## src/verilog/csr_pkg.sv

```systemverilog
/*
 * constants, register map, field layout and state types of the context status reporter.
 * assumes a 32-bit ahb-lite register bus and a 64-bit quadword memory write path.
 */
package csr_pkg;

	// register byte offsets on the ahb-lite bus
	localparam logic [7:0] OFF_CTRL = 8'h00;
	localparam logic [7:0] OFF_CSB_MASK = 8'h04;
	localparam logic [7:0] OFF_PAGE_ADDR = 8'h08;
	localparam logic [7:0] OFF_LAST_WR = 8'h0c;
	localparam logic [7:0] OFF_ISR = 8'h10;
	localparam logic [7:0] OFF_IMR = 8'h14;
	localparam logic [7:0] OFF_SWM = 8'h18;
	localparam logic [7:0] OFF_EIR = 8'h1c;
	localparam logic [7:0] OFF_EMR = 8'h20;
	localparam logic [7:0] OFF_ESR = 8'h24;
	localparam logic [7:0] OFF_RING_START = 8'h28;
	localparam logic [7:0] OFF_RING_LEN = 8'h2c;
	localparam logic [7:0] OFF_PLACE = 8'h30;
	localparam logic [7:0] OFF_PREEMPT = 8'h34;

	// control register fields
	localparam int CTRL_ALLOW_POS = 0;
	localparam int CTRL_REPAIR_POS = 1;

	// interrupt vector bit positions
	localparam int IV_USER = 0;
	localparam int IV_MERR = 3;
	localparam int IV_FLUSH = 4;
	localparam int IV_PARITY = 5;
	localparam int IV_MEDIA = 6;
	localparam int IV_FAULT = 7;
	localparam int IV_CTXSW = 8;
	localparam int IV_W = 10;
	// bits that may reach a status-page interrupt report
	localparam logic [9:0] REPORT_ALLOW = 10'h028;

	// reset values
	localparam logic [1:0] CTRL_RST = 2'h0;
	localparam logic [15:0] CSB_MASK_RST = 16'h0000;
	localparam logic [9:0] IMR_RST = 10'h3ff;
	localparam logic [9:0] SWM_RST = 10'h3ff;
	localparam logic [15:0] EMR_RST = 16'hffff;

	// status buffer layout inside the global status page
	localparam int CSB_ENTRIES = 12;
	localparam logic [3:0] CSB_LAST_SLOT = 4'hb;
	localparam logic [31:0] CSB_BYTE_OFF = 32'h0000_00a0;
	localparam logic [31:0] QW15_BYTE_OFF = 32'h0000_0118;
	localparam int PAGE_SHIFT = 12;

	// status quadword fields
	localparam int CSQ_REASON_LSB = 0;
	localparam int CSQ_NEWQ_POS = 15;
	localparam int CSQ_AWAY_LSB = 32;
	localparam int CSQ_TO_LSB = 48;
	localparam logic [10:0] IDLE_CTXID = 11'h7ff;

	// placement limits
	localparam logic [31:0] RING_MAX_LEN = 32'h0020_0000;

	typedef enum logic [3:0] {
		WR_IDLE = 4'b0001,
		WR_SAVE = 4'b0010,
		WR_ENTRY = 4'b0100,
		WR_PTR = 4'b1000
	} csr_wr_state_type;

	typedef enum logic [3:0] {
		RS_IDLE = 4'b0001,
		RS_RESTORE = 4'b0010,
		RS_WA = 4'b0100,
		RS_RUN = 4'b1000
	} csr_rs_state_type;

endpackage

```

## src/verilog/csr_top.sv

```systemverilog
/*
 * context status reporter: status buffer writer, report masking, interrupt vector,
 * error identity chain, preemption decision, restore sequencing and placement checks.
 * assumes one 50 mhz clock, an ahb-lite master, a memory write path with a one-cycle
 * ack, and a command decoder that pulses the preemptable-command events.
 */
// The register offsets and the AHB-Lite register port were left to the implementer.
// What this block does
// - status slots 0 to 11 form a ring, slot 0 follows slot 11
// - each unmasked switch writes quadword 15 low byte with the pre-increment pointer
// - pointer low four bits count writes; upper bits and quadwords 12-14 stay zero
// - switched-away context's status goes to the next ascending slot
// - a masked switch reason suppresses both the entry write and the interrupt
// - new submitted list preempts at next preemptable command, then switches
// - preempted context state is saved to its own state area
// - preemption points: arb check, element boundary, failed semaphore, failed event wait
// - per-context status page accesses are cacheable and snooped
// - global status page is 4KB aligned and written with global addresses
// - interrupt bit 8 marks a context switch
// - bit 7 follows a pending page fault; repair mode bypasses the mask
// - vector layout: 6 media, 5 parity, 4 flush, 3 master error, 0 user
// - status report carries master error and parity only; other bits report zero
// - error status reaches identity only where the mask allows
// - any identity bit sets the master error interrupt bit
// - identity bits clear on write of one, unrecoverable bits stay
// - workaround buffers run during restore, before any ring command
// - every reported switch reason is followed by a switch interrupt
// - each status quadword holds context identifiers and the switch reason
module csr_top #(
	parameter int ERR_W = 16,
	parameter logic [15:0] UNRECOV_MASK = 16'h8000
) (
	input wire logic hclk,
	input wire logic hresetn,
	input wire logic hsel,
	input wire logic [31:0] haddr,
	input wire logic [1:0] htrans,
	input wire logic hwrite,
	input wire logic [2:0] hsize,
	input wire logic [31:0] hwdata,
	input wire logic hready,
	output logic hreadyout,
	output logic [31:0] hrdata,
	output logic hresp,
	input wire logic cs_valid,
	input wire logic [3:0] cs_reason,
	input wire logic cs_new_queue,
	input wire logic [10:0] cs_ctx_away,
	input wire logic [10:0] cs_ctx_to,
	input wire logic cs_preempted,
	input wire logic [31:0] context_state_address,
	input wire logic [31:0] cs_resume_head,
	output logic cs_ready,
	output logic mem_req,
	output logic [31:0] mem_addr,
	output logic [63:0] mem_data,
	output logic [7:0] mem_be,
	output logic mem_snoop,
	output logic mem_global,
	input wire logic mem_ack,
	input wire logic list_submit,
	input wire logic arb_on,
	input wire logic arbitration_check_command,
	input wire logic elem_boundary,
	input wire logic sema_wait_fail,
	input wire logic event_wait_fail,
	output logic preempt,
	input wire logic restore_start,
	input wire logic restore_done,
	input wire logic wa_enabled,
	input wire logic wa_done,
	output logic wa_run,
	output logic ring_run,
	input wire logic fault_pending,
	input wire logic media_cnt_evt,
	input wire logic parity_evt,
	input wire logic flush_evt,
	input wire logic user_evt,
	input wire logic [ERR_W-1:0] error_status_reg,
	output logic irq,
	output logic [9:0] status_report
);

	logic ph_q;
	logic wr_q;
	logic [7:0] addr_q;
	logic wr_en;
	logic [31:0] rd_mux;
	logic [1:0] ctrl_q;
	logic [15:0] csb_mask_q;
	logic [19:0] status_page_address_q;
	logic [9:0] isr_q;
	logic [9:0] imr_q;
	logic [9:0] status_write_mask_q;
	logic [ERR_W-1:0] error_identity_reg_q;
	logic [ERR_W-1:0] error_mask_reg_q;
	logic [31:0] ring_start_q;
	logic [31:0] ring_len_q;
	logic [3:0] ptr_q;
	logic [3:0] last_wr_q;
	logic pending_q;
	logic preempt_point;
	logic cs_accept;
	logic ctx_done;
	logic [63:0] status_qw_q;
	logic [31:0] save_addr_q;
	logic [31:0] save_data_q;
	logic [31:0] page_base;
	csr_pkg::csr_wr_state_type wst_q;
	csr_pkg::csr_rs_state_type rst_q;

	// ahb address phase capture; reads take one wait state so writes land first
	always_ff @(posedge hclk or negedge hresetn) begin
		if (!hresetn) begin
			ph_q <= 1'b0;
			wr_q <= 1'b0;
			addr_q <= 8'h00;
			hreadyout <= 1'b1;
		end else begin
			if (hsel && htrans[1] && hready) begin
				ph_q <= 1'b1;
				wr_q <= hwrite;
				addr_q <= haddr[7:0];
				hreadyout <= hwrite;
			end else begin
				if (hreadyout) begin
					ph_q <= 1'b0;
				end
				hreadyout <= 1'b1;
			end
		end
	end

	assign wr_en = ph_q && wr_q && hreadyout;

	// read mux; unmapped offsets read zero
	always_comb begin
		rd_mux = 32'h0000_0000;
		case (addr_q)
			csr_pkg::OFF_CTRL: rd_mux = {30'h0, ctrl_q};
			csr_pkg::OFF_CSB_MASK: rd_mux = {16'h0, csb_mask_q};
			csr_pkg::OFF_PAGE_ADDR: rd_mux = {status_page_address_q, 12'h000};
			csr_pkg::OFF_LAST_WR: rd_mux = {20'h0, ptr_q, 4'h0, last_wr_q};
			csr_pkg::OFF_ISR: rd_mux = {22'h0, isr_q};
			csr_pkg::OFF_IMR: rd_mux = {22'h0, imr_q};
			csr_pkg::OFF_SWM: rd_mux = {22'h0, status_write_mask_q};
			csr_pkg::OFF_EIR: rd_mux = 32'(error_identity_reg_q);
			csr_pkg::OFF_EMR: rd_mux = 32'(error_mask_reg_q);
			csr_pkg::OFF_ESR: rd_mux = 32'(error_status_reg);
			csr_pkg::OFF_RING_START: rd_mux = ring_start_q;
			csr_pkg::OFF_RING_LEN: rd_mux = ring_len_q;
			csr_pkg::OFF_PLACE: begin
				rd_mux[0] = |ring_start_q[11:0];
				rd_mux[1] = ring_len_q > csr_pkg::RING_MAX_LEN;
			end
			csr_pkg::OFF_PREEMPT: rd_mux = {28'h0, rst_q == csr_pkg::RS_WA, ring_run, pending_q,
				wst_q != csr_pkg::WR_IDLE};
			default: rd_mux = 32'h0000_0000;
		endcase
	end

	// read data and response; the response is always okay
	always_ff @(posedge hclk or negedge hresetn) begin
		if (!hresetn) begin
			hrdata <= 32'h0000_0000;
			hresp <= 1'b0;
		end else begin
			hresp <= 1'b0;
			if (ph_q && !wr_q && !hreadyout) begin
				hrdata <= rd_mux;
			end
		end
	end

	// plain software registers
	always_ff @(posedge hclk or negedge hresetn) begin
		if (!hresetn) begin
			ctrl_q <= csr_pkg::CTRL_RST;
			csb_mask_q <= csr_pkg::CSB_MASK_RST;
			status_page_address_q <= 20'h00000;
			imr_q <= csr_pkg::IMR_RST;
			status_write_mask_q <= csr_pkg::SWM_RST;
			error_mask_reg_q <= ERR_W'(csr_pkg::EMR_RST);
			ring_start_q <= 32'h0000_0000;
			ring_len_q <= 32'h0000_0000;
		end else if (wr_en) begin
			case (addr_q)
				csr_pkg::OFF_CTRL: ctrl_q <= hwdata[1:0];
				csr_pkg::OFF_CSB_MASK: csb_mask_q <= hwdata[15:0];
				csr_pkg::OFF_PAGE_ADDR: status_page_address_q <= hwdata[31:12];
				csr_pkg::OFF_IMR: imr_q <= hwdata[9:0];
				csr_pkg::OFF_SWM: status_write_mask_q <= hwdata[9:0];
				csr_pkg::OFF_EMR: error_mask_reg_q <= hwdata[ERR_W-1:0];
				csr_pkg::OFF_RING_START: ring_start_q <= hwdata;
				csr_pkg::OFF_RING_LEN: ring_len_q <= hwdata;
				default: ;
			endcase
		end
	end

	// error identity: masked forwarding, write-one clear, set wins, sticky unrecoverable
	always_ff @(posedge hclk or negedge hresetn) begin
		if (!hresetn) begin
			error_identity_reg_q <= '0;
		end else begin
			error_identity_reg_q <= (error_identity_reg_q
				& ~((wr_en && addr_q == csr_pkg::OFF_EIR) ? hwdata[ERR_W-1:0]
				& ~ERR_W'(UNRECOV_MASK) : '0))
				| (error_status_reg & ~error_mask_reg_q);
		end
	end

	// interrupt vector; sticky events clear on write of one, set wins over clear
	always_ff @(posedge hclk or negedge hresetn) begin
		if (!hresetn) begin
			isr_q <= 10'h000;
		end else begin
			if (wr_en && addr_q == csr_pkg::OFF_ISR) begin
				isr_q[csr_pkg::IV_CTXSW] <= isr_q[csr_pkg::IV_CTXSW] & ~hwdata[csr_pkg::IV_CTXSW];
				isr_q[csr_pkg::IV_MEDIA] <= isr_q[csr_pkg::IV_MEDIA] & ~hwdata[csr_pkg::IV_MEDIA];
				isr_q[csr_pkg::IV_PARITY] <= isr_q[csr_pkg::IV_PARITY]
					& ~hwdata[csr_pkg::IV_PARITY];
				isr_q[csr_pkg::IV_FLUSH] <= isr_q[csr_pkg::IV_FLUSH] & ~hwdata[csr_pkg::IV_FLUSH];
				isr_q[csr_pkg::IV_USER] <= isr_q[csr_pkg::IV_USER] & ~hwdata[csr_pkg::IV_USER];
			end
			if (ctx_done) begin
				isr_q[csr_pkg::IV_CTXSW] <= 1'b1;
			end
			if (media_cnt_evt) begin
				isr_q[csr_pkg::IV_MEDIA] <= 1'b1;
			end
			if (parity_evt) begin
				isr_q[csr_pkg::IV_PARITY] <= 1'b1;
			end
			if (flush_evt) begin
				isr_q[csr_pkg::IV_FLUSH] <= 1'b1;
			end
			if (user_evt) begin
				isr_q[csr_pkg::IV_USER] <= 1'b1;
			end
			isr_q[csr_pkg::IV_FAULT] <= fault_pending;
			isr_q[csr_pkg::IV_MERR] <= |error_identity_reg_q;
			isr_q[9] <= 1'b0;
			isr_q[2] <= 1'b0;
			isr_q[1] <= 1'b0;
		end
	end

	// interrupt line and status-page report
	always_ff @(posedge hclk or negedge hresetn) begin
		if (!hresetn) begin
			irq <= 1'b0;
			status_report <= 10'h000;
		end else begin
			irq <= |(isr_q & ~imr_q)
				| (ctrl_q[csr_pkg::CTRL_REPAIR_POS] & isr_q[csr_pkg::IV_FAULT]);
			status_report <= isr_q & ~status_write_mask_q & csr_pkg::REPORT_ALLOW;
		end
	end

	// preemption points under arbitration; element boundary and event wait also need allow-preemption
	assign preempt_point = arb_on && (arbitration_check_command || sema_wait_fail
		|| (ctrl_q[csr_pkg::CTRL_ALLOW_POS] && (elem_boundary || event_wait_fail)));

	// pending list submission; a new submit in the preempt cycle stays pending
	always_ff @(posedge hclk or negedge hresetn) begin
		if (!hresetn) begin
			pending_q <= 1'b0;
			preempt <= 1'b0;
		end else begin
			preempt <= pending_q && preempt_point;
			if (list_submit) begin
				pending_q <= 1'b1;
			end else if (preempt_point) begin
				pending_q <= 1'b0;
			end
		end
	end

	// restore sequencing: workaround buffers before ring commands
	always_ff @(posedge hclk or negedge hresetn) begin
		if (!hresetn) begin
			rst_q <= csr_pkg::RS_IDLE;
			wa_run <= 1'b0;
			ring_run <= 1'b0;
		end else begin
			case (rst_q)
				csr_pkg::RS_IDLE, csr_pkg::RS_RUN: begin
					if (restore_start) begin
						rst_q <= csr_pkg::RS_RESTORE;
						ring_run <= 1'b0;
					end
				end
				csr_pkg::RS_RESTORE: begin
					if (restore_done && wa_enabled) begin
						rst_q <= csr_pkg::RS_WA;
						wa_run <= 1'b1;
					end else if (restore_done) begin
						rst_q <= csr_pkg::RS_RUN;
						ring_run <= 1'b1;
					end
				end
				csr_pkg::RS_WA: begin
					if (wa_done) begin
						rst_q <= csr_pkg::RS_RUN;
						wa_run <= 1'b0;
						ring_run <= 1'b1;
					end
				end
				default: rst_q <= csr_pkg::RS_IDLE;
			endcase
		end
	end

	assign cs_accept = cs_valid && cs_ready;
	assign ctx_done = wst_q == csr_pkg::WR_PTR && mem_ack;
	assign page_base = {status_page_address_q, 12'h000};

	// status writer: optional state save, entry write, then pointer write
	always_ff @(posedge hclk or negedge hresetn) begin
		if (!hresetn) begin
			wst_q <= csr_pkg::WR_IDLE;
			cs_ready <= 1'b1;
			mem_req <= 1'b0;
			mem_addr <= 32'h0000_0000;
			mem_data <= 64'h0;
			mem_be <= 8'h00;
			mem_snoop <= 1'b0;
			mem_global <= 1'b0;
			status_qw_q <= 64'h0;
			save_addr_q <= 32'h0000_0000;
			save_data_q <= 32'h0000_0000;
		end else begin
			case (wst_q)
				csr_pkg::WR_IDLE: begin
					if (cs_accept && !csb_mask_q[cs_reason]) begin
						cs_ready <= 1'b0;
						status_qw_q <= '0;
						status_qw_q[csr_pkg::CSQ_REASON_LSB +: 4] <= cs_reason;
						status_qw_q[csr_pkg::CSQ_NEWQ_POS] <= cs_new_queue;
						status_qw_q[csr_pkg::CSQ_AWAY_LSB +: 11] <= cs_ctx_away;
						status_qw_q[csr_pkg::CSQ_TO_LSB +: 11] <= cs_ctx_to;
						save_addr_q <= context_state_address;
						save_data_q <= cs_resume_head;
						mem_req <= 1'b1;
						if (cs_preempted) begin
							wst_q <= csr_pkg::WR_SAVE;
							mem_addr <= context_state_address;
							mem_data <= {21'h0, cs_ctx_away, cs_resume_head};
							mem_be <= 8'hff;
							mem_snoop <= 1'b1;
							mem_global <= 1'b0;
						end else begin
							wst_q <= csr_pkg::WR_ENTRY;
							mem_addr <= page_base + csr_pkg::CSB_BYTE_OFF + {25'h0, ptr_q, 3'h0};
							mem_data <= {5'h0, cs_ctx_to, 5'h0, cs_ctx_away, 16'h0,
								cs_new_queue, 11'h0, cs_reason};
							mem_be <= 8'hff;
							mem_snoop <= 1'b0;
							mem_global <= 1'b1;
						end
					end
				end
				csr_pkg::WR_SAVE: begin
					if (mem_ack) begin
						wst_q <= csr_pkg::WR_ENTRY;
						mem_addr <= page_base + csr_pkg::CSB_BYTE_OFF
							+ {25'h0, ptr_q, 3'h0};
						mem_data <= status_qw_q;
						mem_be <= 8'hff;
						mem_snoop <= 1'b0;
						mem_global <= 1'b1;
					end
				end
				csr_pkg::WR_ENTRY: begin
					if (mem_ack) begin
						wst_q <= csr_pkg::WR_PTR;
						mem_addr <= page_base + csr_pkg::QW15_BYTE_OFF;
						mem_data <= {60'h0, ptr_q};
						mem_be <= 8'h01;
					end
				end
				csr_pkg::WR_PTR: begin
					if (mem_ack) begin
						wst_q <= csr_pkg::WR_IDLE;
						mem_req <= 1'b0;
						mem_snoop <= 1'b0;
						mem_global <= 1'b0;
						cs_ready <= 1'b1;
					end
				end
				default: wst_q <= csr_pkg::WR_IDLE;
			endcase
		end
	end

	// ring pointer and last-written offset move only after the pointer write lands
	always_ff @(posedge hclk or negedge hresetn) begin
		if (!hresetn) begin
			ptr_q <= 4'h0;
			last_wr_q <= 4'h0;
		end else if (ctx_done) begin
			last_wr_q <= ptr_q;
			ptr_q <= (ptr_q == csr_pkg::CSB_LAST_SLOT) ? 4'h0 : ptr_q + 4'h1;
		end
	end

	AST_PTR_WRAP: assert property (@(posedge hclk) disable iff (!hresetn)
		ctx_done && ptr_q == csr_pkg::CSB_LAST_SLOT |=> ptr_q == 4'h0)
		else $error("status pointer did not wrap after slot 11");
	AST_QW15_VALUE: assert property (@(posedge hclk) disable iff (!hresetn)
		ctx_done |-> mem_data[3:0] == ptr_q && mem_be == 8'h01 ##1 last_wr_q == $past(ptr_q))
		else $error("pointer write does not carry pre-increment pointer");
	AST_PTR_UPPER_ZERO: assert property (@(posedge hclk) disable iff (!hresetn)
		wst_q == csr_pkg::WR_PTR |-> mem_data[63:4] == 60'h0 && ptr_q < 4'hc)
		else $error("pointer quadword has nonzero upper bits");
	AST_ENTRY_ADDR: assert property (@(posedge hclk) disable iff (!hresetn)
		wst_q == csr_pkg::WR_ENTRY |-> mem_addr == page_base + csr_pkg::CSB_BYTE_OFF
		+ {25'h0, ptr_q, 3'h0} && mem_global && mem_addr[2:0] == 3'h0)
		else $error("status entry written to wrong slot");
	AST_MASK_SUPPRESS: assert property (@(posedge hclk) disable iff (!hresetn)
		wst_q == csr_pkg::WR_IDLE && cs_accept && csb_mask_q[cs_reason]
		|=> wst_q == csr_pkg::WR_IDLE && !mem_req)
		else $error("masked switch reason produced a write");
	AST_PREEMPT_POINT: assert property (@(posedge hclk) disable iff (!hresetn)
		pending_q && arb_on && arbitration_check_command |=> preempt ##1 !preempt || pending_q)
		else $error("no preemption at arbitration check");
	AST_NO_PREEMPT_ARB_OFF: assert property (@(posedge hclk) disable iff (!hresetn)
		!arb_on |=> !preempt)
		else $error("preemption while arbitration off");
	AST_SAVE_SNOOP: assert property (@(posedge hclk) disable iff (!hresetn)
		wst_q == csr_pkg::WR_SAVE |-> mem_req && mem_snoop && !mem_global)
		else $error("context save not snooped");
	AST_CTX_IRQ: assert property (@(posedge hclk) disable iff (!hresetn)
		ctx_done |=> isr_q[csr_pkg::IV_CTXSW] ##1 irq || imr_q[csr_pkg::IV_CTXSW])
		else $error("context switch interrupt bit not set");
	AST_FAULT_REPAIR: assert property (@(posedge hclk) disable iff (!hresetn)
		fault_pending && ctrl_q[csr_pkg::CTRL_REPAIR_POS] ##1
		fault_pending && ctrl_q[csr_pkg::CTRL_REPAIR_POS] |=> irq)
		else $error("fault interrupt masked in repair mode");
	AST_EIR_FORWARD: assert property (@(posedge hclk) disable iff (!hresetn)
		error_status_reg[0] && !error_mask_reg_q[0] |=> error_identity_reg_q[0]
		##1 isr_q[csr_pkg::IV_MERR])
		else $error("unmasked error not forwarded");
	AST_REPORT_ZERO: assert property (@(posedge hclk) disable iff (!hresetn)
		status_report[csr_pkg::IV_CTXSW] == 1'b0 && status_report[csr_pkg::IV_USER] == 1'b0
		&& status_report[csr_pkg::IV_FAULT] == 1'b0 && status_report[csr_pkg::IV_FLUSH] == 1'b0)
		else $error("status report carries a bit that must report zero");
	AST_WA_BEFORE_RING: assert property (@(posedge hclk) disable iff (!hresetn)
		rst_q == csr_pkg::RS_WA |-> !ring_run && wa_run)
		else $error("ring running during workaround buffer");

	COV_PREEMPTED_SWITCH: cover property (@(posedge hclk) disable iff (!hresetn)
		wst_q == csr_pkg::WR_SAVE ##[1:20] ctx_done);
	COV_WRAP: cover property (@(posedge hclk) disable iff (!hresetn)
		ctx_done && ptr_q == csr_pkg::CSB_LAST_SLOT);
	COV_PREEMPT: cover property (@(posedge hclk) disable iff (!hresetn) preempt);
	COV_WA_RUN: cover property (@(posedge hclk) disable iff (!hresetn)
		rst_q == csr_pkg::RS_WA ##[1:50] ring_run);

endmodule

```

## config.mk

```make
export PLATFORM = sky130hd
export DESIGN_NAME = csr_top
export DESIGN_NICKNAME = d
export VERILOG_FILES = /design/src/verilog/csr_pkg.sv /design/src/verilog/csr_top.sv
export SDC_FILE = /design/constraint.sdc
export NUM_CORES = 1
export LEC_CHECK = 0
export BUFFER_PORTS_ARGS = -buffer_cell sky130_fd_sc_hd__clkbuf_2
export CAP_MARGIN = 40
export CORE_ASPECT_RATIO = 1.75
export CORE_UTILIZATION = 35
export DETAILED_ROUTE_END_ITERATION = 12
export MAX_ROUTING_LAYER = met4
export PLACE_DENSITY = 0.66
export SLEW_MARGIN = 10
export SYNTH_ARGS = -nofsm -noshare
export SYNTH_HDL_FRONTEND = slang
export SYNTH_SLANG_ARGS = --single-unit
export TNS_END_PERCENT = 5
```

## constraint.sdc

```tcl
create_clock -name hclk -period 2.22 [get_ports hclk]
set_input_delay 0.333 -clock hclk [delete_from_list [all_inputs] [get_ports hclk]]
set_output_delay 0.333 -clock hclk [all_outputs]
set_load 0.01 [all_outputs]
```

==> results.txt <==
The flow ran to the end, but the final reports show violations. The checks that failed: setup timing. The routed via count is 13000, and the mean instance size in the synthesized netlist is 10.91 um^2. The net switching share of the total power came out at 0.2761.

The chip height was 282.1 um; the fraction of power consumed by sequential logic was 0.452. The tools report the initial core utilization as 0.3543. Compared with the post-synthesis result, the final layout area differs by 28.72%. The tools report the number of sinks handled by clock tree synthesis as 346. The layer flagged by global routing as most heavily used is met2. Counting along the longest clock path gives a buffer depth of 3. The analysis attributes to net switching a power of 4.567 mW. The logs give 52670 um for the total wire length and 79700 um for the global-route wire length before repair.

In the layout the commonest cells are 306 x sky130_fd_sc_hd__clkbuf_2, 301 x sky130_fd_sc_hd__dfrtp_1, 157 x sky130_fd_sc_hd__mux2_2. At the pin with the least slew margin, the transition time is 0.6265 ns. The number of H-tree branching levels was 2; the arrival time at the worst endpoint was 2.86 ns.

Yosys mapped the design onto 65 distinct sky130hd cell types. The remaining antenna violation count after routing is 0, and the sequential-to-total area share from yosys stat is 0.5551. In this run, the number of DRC markers left after iteration 0 of detailed routing was 980.

The met2 layer usage reported by global route was 0.4086; the clock slew at the register clock pins of the worst setup and hold paths was 0.06 ns. Yosys mapped a number of flops with a built-in enable equal to 0. For the number of warning messages in the yosys log, the log shows 0.

The initial antenna violation count is 4, and the largest fanout on the critical path is 20. The final-report max-slew violation count was 0. Across the VDD grid, the largest voltage drop is 0.7061 mV. The async set-reset flop share out of synthesis came out at 1.000. Hold timing on the final database bottoms out at a slack of 0.02138 ns. The most common cell after layout, fill and taps aside was sky130_fd_sc_hd__clkbuf_2. The logs give 39260 um for the placed wire-length estimate and 0 for the max-cap violation count.

The tightest min-delay check is of the primary input to register type. The internal power was 11.98 mW; the number of global-route vias before repair was 13530. The mux share of post-synthesis cell area was 0.1339; the number of nets at the end of the flow was 2018. The logic gate share of total power was 0.151. The logs give 0.03284 for the met3 demand-to-capacity share in global routing and 1438 for the post-synthesis cell count. In the final routed layout, each cell accounts on average for 21.77 um.

The run gives 0.5824 as the worst relative slew slack. The die is 162.0 um wide. The worst path needs 2.407 ns of the cycle, external delays included.

For this run, the top clock speed supported by timing is 415.5 MHz. For the total track usage, the log shows 0.2394. The remaining design rule violation count was 0. The finished cells cover 0.02019 mm^2. The first-pass iteration count of the detailed router is 7, and the post-synthesis instance area is 0.01569 mm^2.

The critical path class was register to register. For this design the ratio of total power to cell area is 819.2 mW/mm^2. The core outline area is 0.04429 mm^2, and the total die area is 0.04571 mm^2. The critical path required time came out at 2.67 ns. The clock skew was 0.01794 ns.

Share of the synthesized area in compound gates (AO/OA/AOI/OAI): 0.1396. The run gives 4136 as the number of fill cells. Using the TritonRoute via totals, the vias-per-cell ratio works out to 5.374. The met1 usage was 0.2460. STA classifies the critical path endpoint as a register.

The count of buffers added on input and output ports is 307. The tools report the kind of launch point of the worst setup path as a register. In this run the cell area measured after placement is 0.01873 mm^2. The total leakage power was 9.413 nW; the register-to-register path setup slack was -0.19 ns. The fraction of layout cells with a size suffix above 1 was 0.4002. For this design the top-level I/O count stands at 355. After synthesis the netlist holds a flip-flop and latch count of 346.

sky130_fd_sc_hd__dfrtp_1 takes more of the synthesized area than any other cell. The final critical-path setup slack is -0.1867 ns. The combinational family with the most area after synthesis is compound AO/OA/AOI/OAI gates.

The xor/xnor cell area share of the yosys netlist works out to 0.001675. The final-report hold violation count was 0. Buffer type at the clock tree root: sky130_fd_sc_hd__clkbuf_16. In this run the core area contains 102 standard-cell rows. For the worst-skew pair, the clock arrives at the later sink with an insertion delay of 0.54 ns. The share of synthesized cell area in full adder, half adder and majority cells is 0.002393. The congestion estimate from routability-driven global placement came to 0.9849. TritonCTS built the clock tree. The final setup violation count is 117, and the largest net degree at the start of global routing is 65. By area the synthesized netlist is led by sky130_fd_sc_hd__dfrtp_1 49%, sky130_fd_sc_hd__mux2_2 11%, sky130_fd_sc_hd__dfstp_2 6.7%, sky130_fd_sc_hd__nand2_1 3.5%, sky130_fd_sc_hd__nor2_1 2.7%.

The run gives 0 as the aggregate global routing overflow. The area share of the leading cell type in the synthesized netlist was 0.4881. Part of the cycle the worst path needs: 1.084.

Dominant register cell in the synthesized netlist: sky130_fd_sc_hd__dfrtp_1. Clock tree synthesis inserted a total of 36 buffers. Setup repair after global routing could not meet its margin everywhere. Simple-gate share of the synthesized area: 0.1136. Share of power burned in the clock network: 0.398.
[cells in the mapped netlist, types with 17 or more instances]
library cell               count
sky130_fd_sc_hd__mux2_2      157
sky130_fd_sc_hd__a22o_1       20
sky130_fd_sc_hd__o21ai_0      66
sky130_fd_sc_hd__nor4_1       17
sky130_fd_sc_hd__nor2_1      114
sky130_fd_sc_hd__clkbuf_1     58
sky130_fd_sc_hd__nand2_1     145
sky130_fd_sc_hd__a31oi_1      46
sky130_fd_sc_hd__dfrtp_1     306
sky130_fd_sc_hd__inv_1        65
sky130_fd_sc_hd__dfstp_2      40
sky130_fd_sc_hd__a21oi_1      46
sky130_fd_sc_hd__buf_4        26
sky130_fd_sc_hd__buf_2        28
sky130_fd_sc_hd__nand3_1      55
sky130_fd_sc_hd__a22oi_1      55
[what timing repair did]
action                                 CTS  global route
resized for setup                       12            15
pin swaps                                0             1
setup buffers                            0             0
setup endpoints to repair              126           148
hold buffers                             8             0
cloned                                   0             0
endpoints found under the hold margin   60             0
[critical path: stages, from the launching register on]
cell                      delay [ns]
sky130_fd_sc_hd__dfrtp_2        0.48
sky130_fd_sc_hd__mux4_2         0.50
sky130_fd_sc_hd__mux4_2         0.54
sky130_fd_sc_hd__o22ai_4        0.21
sky130_fd_sc_hd__buf_12         0.21
sky130_fd_sc_hd__buf_12         0.17
sky130_fd_sc_hd__nor2_1         0.05
sky130_fd_sc_hd__a31oi_1        0.14
[power groups by stage]
stage	registers [mW]	logic [mW]	clock network [mW]
global placement	7.54	2.41	0
global route	7.53	2.71	6.97
finish	7.47	2.49	6.58
CTS	7.46	2.49	6.73
detailed placement	7.56	2.46	0
floorplan	7.39	1.21	0
[cells by family after synthesis]
kind of cell	after synthesis
buffers and inverters	188
flip-flops	346
XOR/XNOR	3
multiplexers	179
other	1
adder cells (fa/ha/maj)	3
AO/OA/AOI/OAI	326
AND/OR/NAND/NOR	392
[sequential cells by signal (all words and copies together) (netlist names), 7 cells and up]
name                   flops
imr_q                     10
mem_addr                  32
ring_start_q              32
status_page_address_q     20
status_write_mask_q       10
addr_q                     8
ring_len_q                32
error_mask_reg_q          16
mem_data                  54
hrdata                    32
isr_q                      7
status_qw_q               27
csb_mask_q                16
error_identity_reg_q      16
[worst paths after layout]
check / depth (start not counted) / endpoint / from
setup / recovery: 7 / mem_addr[24] / csb_mask_q[1]
hold / removal: 3 / mem_data[11] / cs_resume_head[11]
setup reg to reg: 7 / mem_addr[24] / csb_mask_q[1]
hold reg to reg: 1 / mem_be[0] / mem_be[0]
max in group asynchronous: 3 / error_mask_reg_q[12] / hresetn
min in group asynchronous: 2 / rst_q[1] / hresetn
[final cells by class]
class | count | area, um^2 | share of cell area
clock inverters | 15 | 230.2 | 0.01140
diodes | 4 | 10.01 | 0.0004957
well taps | 572 | 715.7 | 0.03544
flip-flops and latches | 346 | 8715 | 0.4315
inverters | 65 | 244.0 | 0.01208
repair buffers | 445 | 2882 | 0.1427
multi-input cells | 922 | 6339 | 0.3139
clock buffers | 51 | 1060 | 0.05248
[layer usage]
| layer | routed length [um] | part of all wire |
|---|---|---|
| met1 | 18760 | 0.36 |
| met2 | 26680 | 0.51 |
| met3 | 2853 | 0.054 |
| met4 | 4386 | 0.083 |
| met5 | 0 | 0 |
[per-stage QoR]
| stage | power, mW | worst slack [ns] | setup TNS (ns) | std cells | utilization |
|---|---|---|---|---|---|
| floorplan | 8.595 | -0.002811 | -0.05622 | 1456 | - |
| global placement | 9.954 | -0.2512 | -24.80 | 2342 | 0.4230 |
| detailed placement | 10.03 | -0.2854 | -28.41 | 2342 | 0.4230 |
| CTS | 16.68 | -0.1425 | -11.39 | 2416 | 0.4546 |
| global route | 17.21 | -0.2831 | -24.71 | 2420 | 0.4560 |
| finish | 16.54 | -0.1867 | -15.64 | 2420 | 0.4560 |
Note: power is estimated with default switching activity, not from simulation.
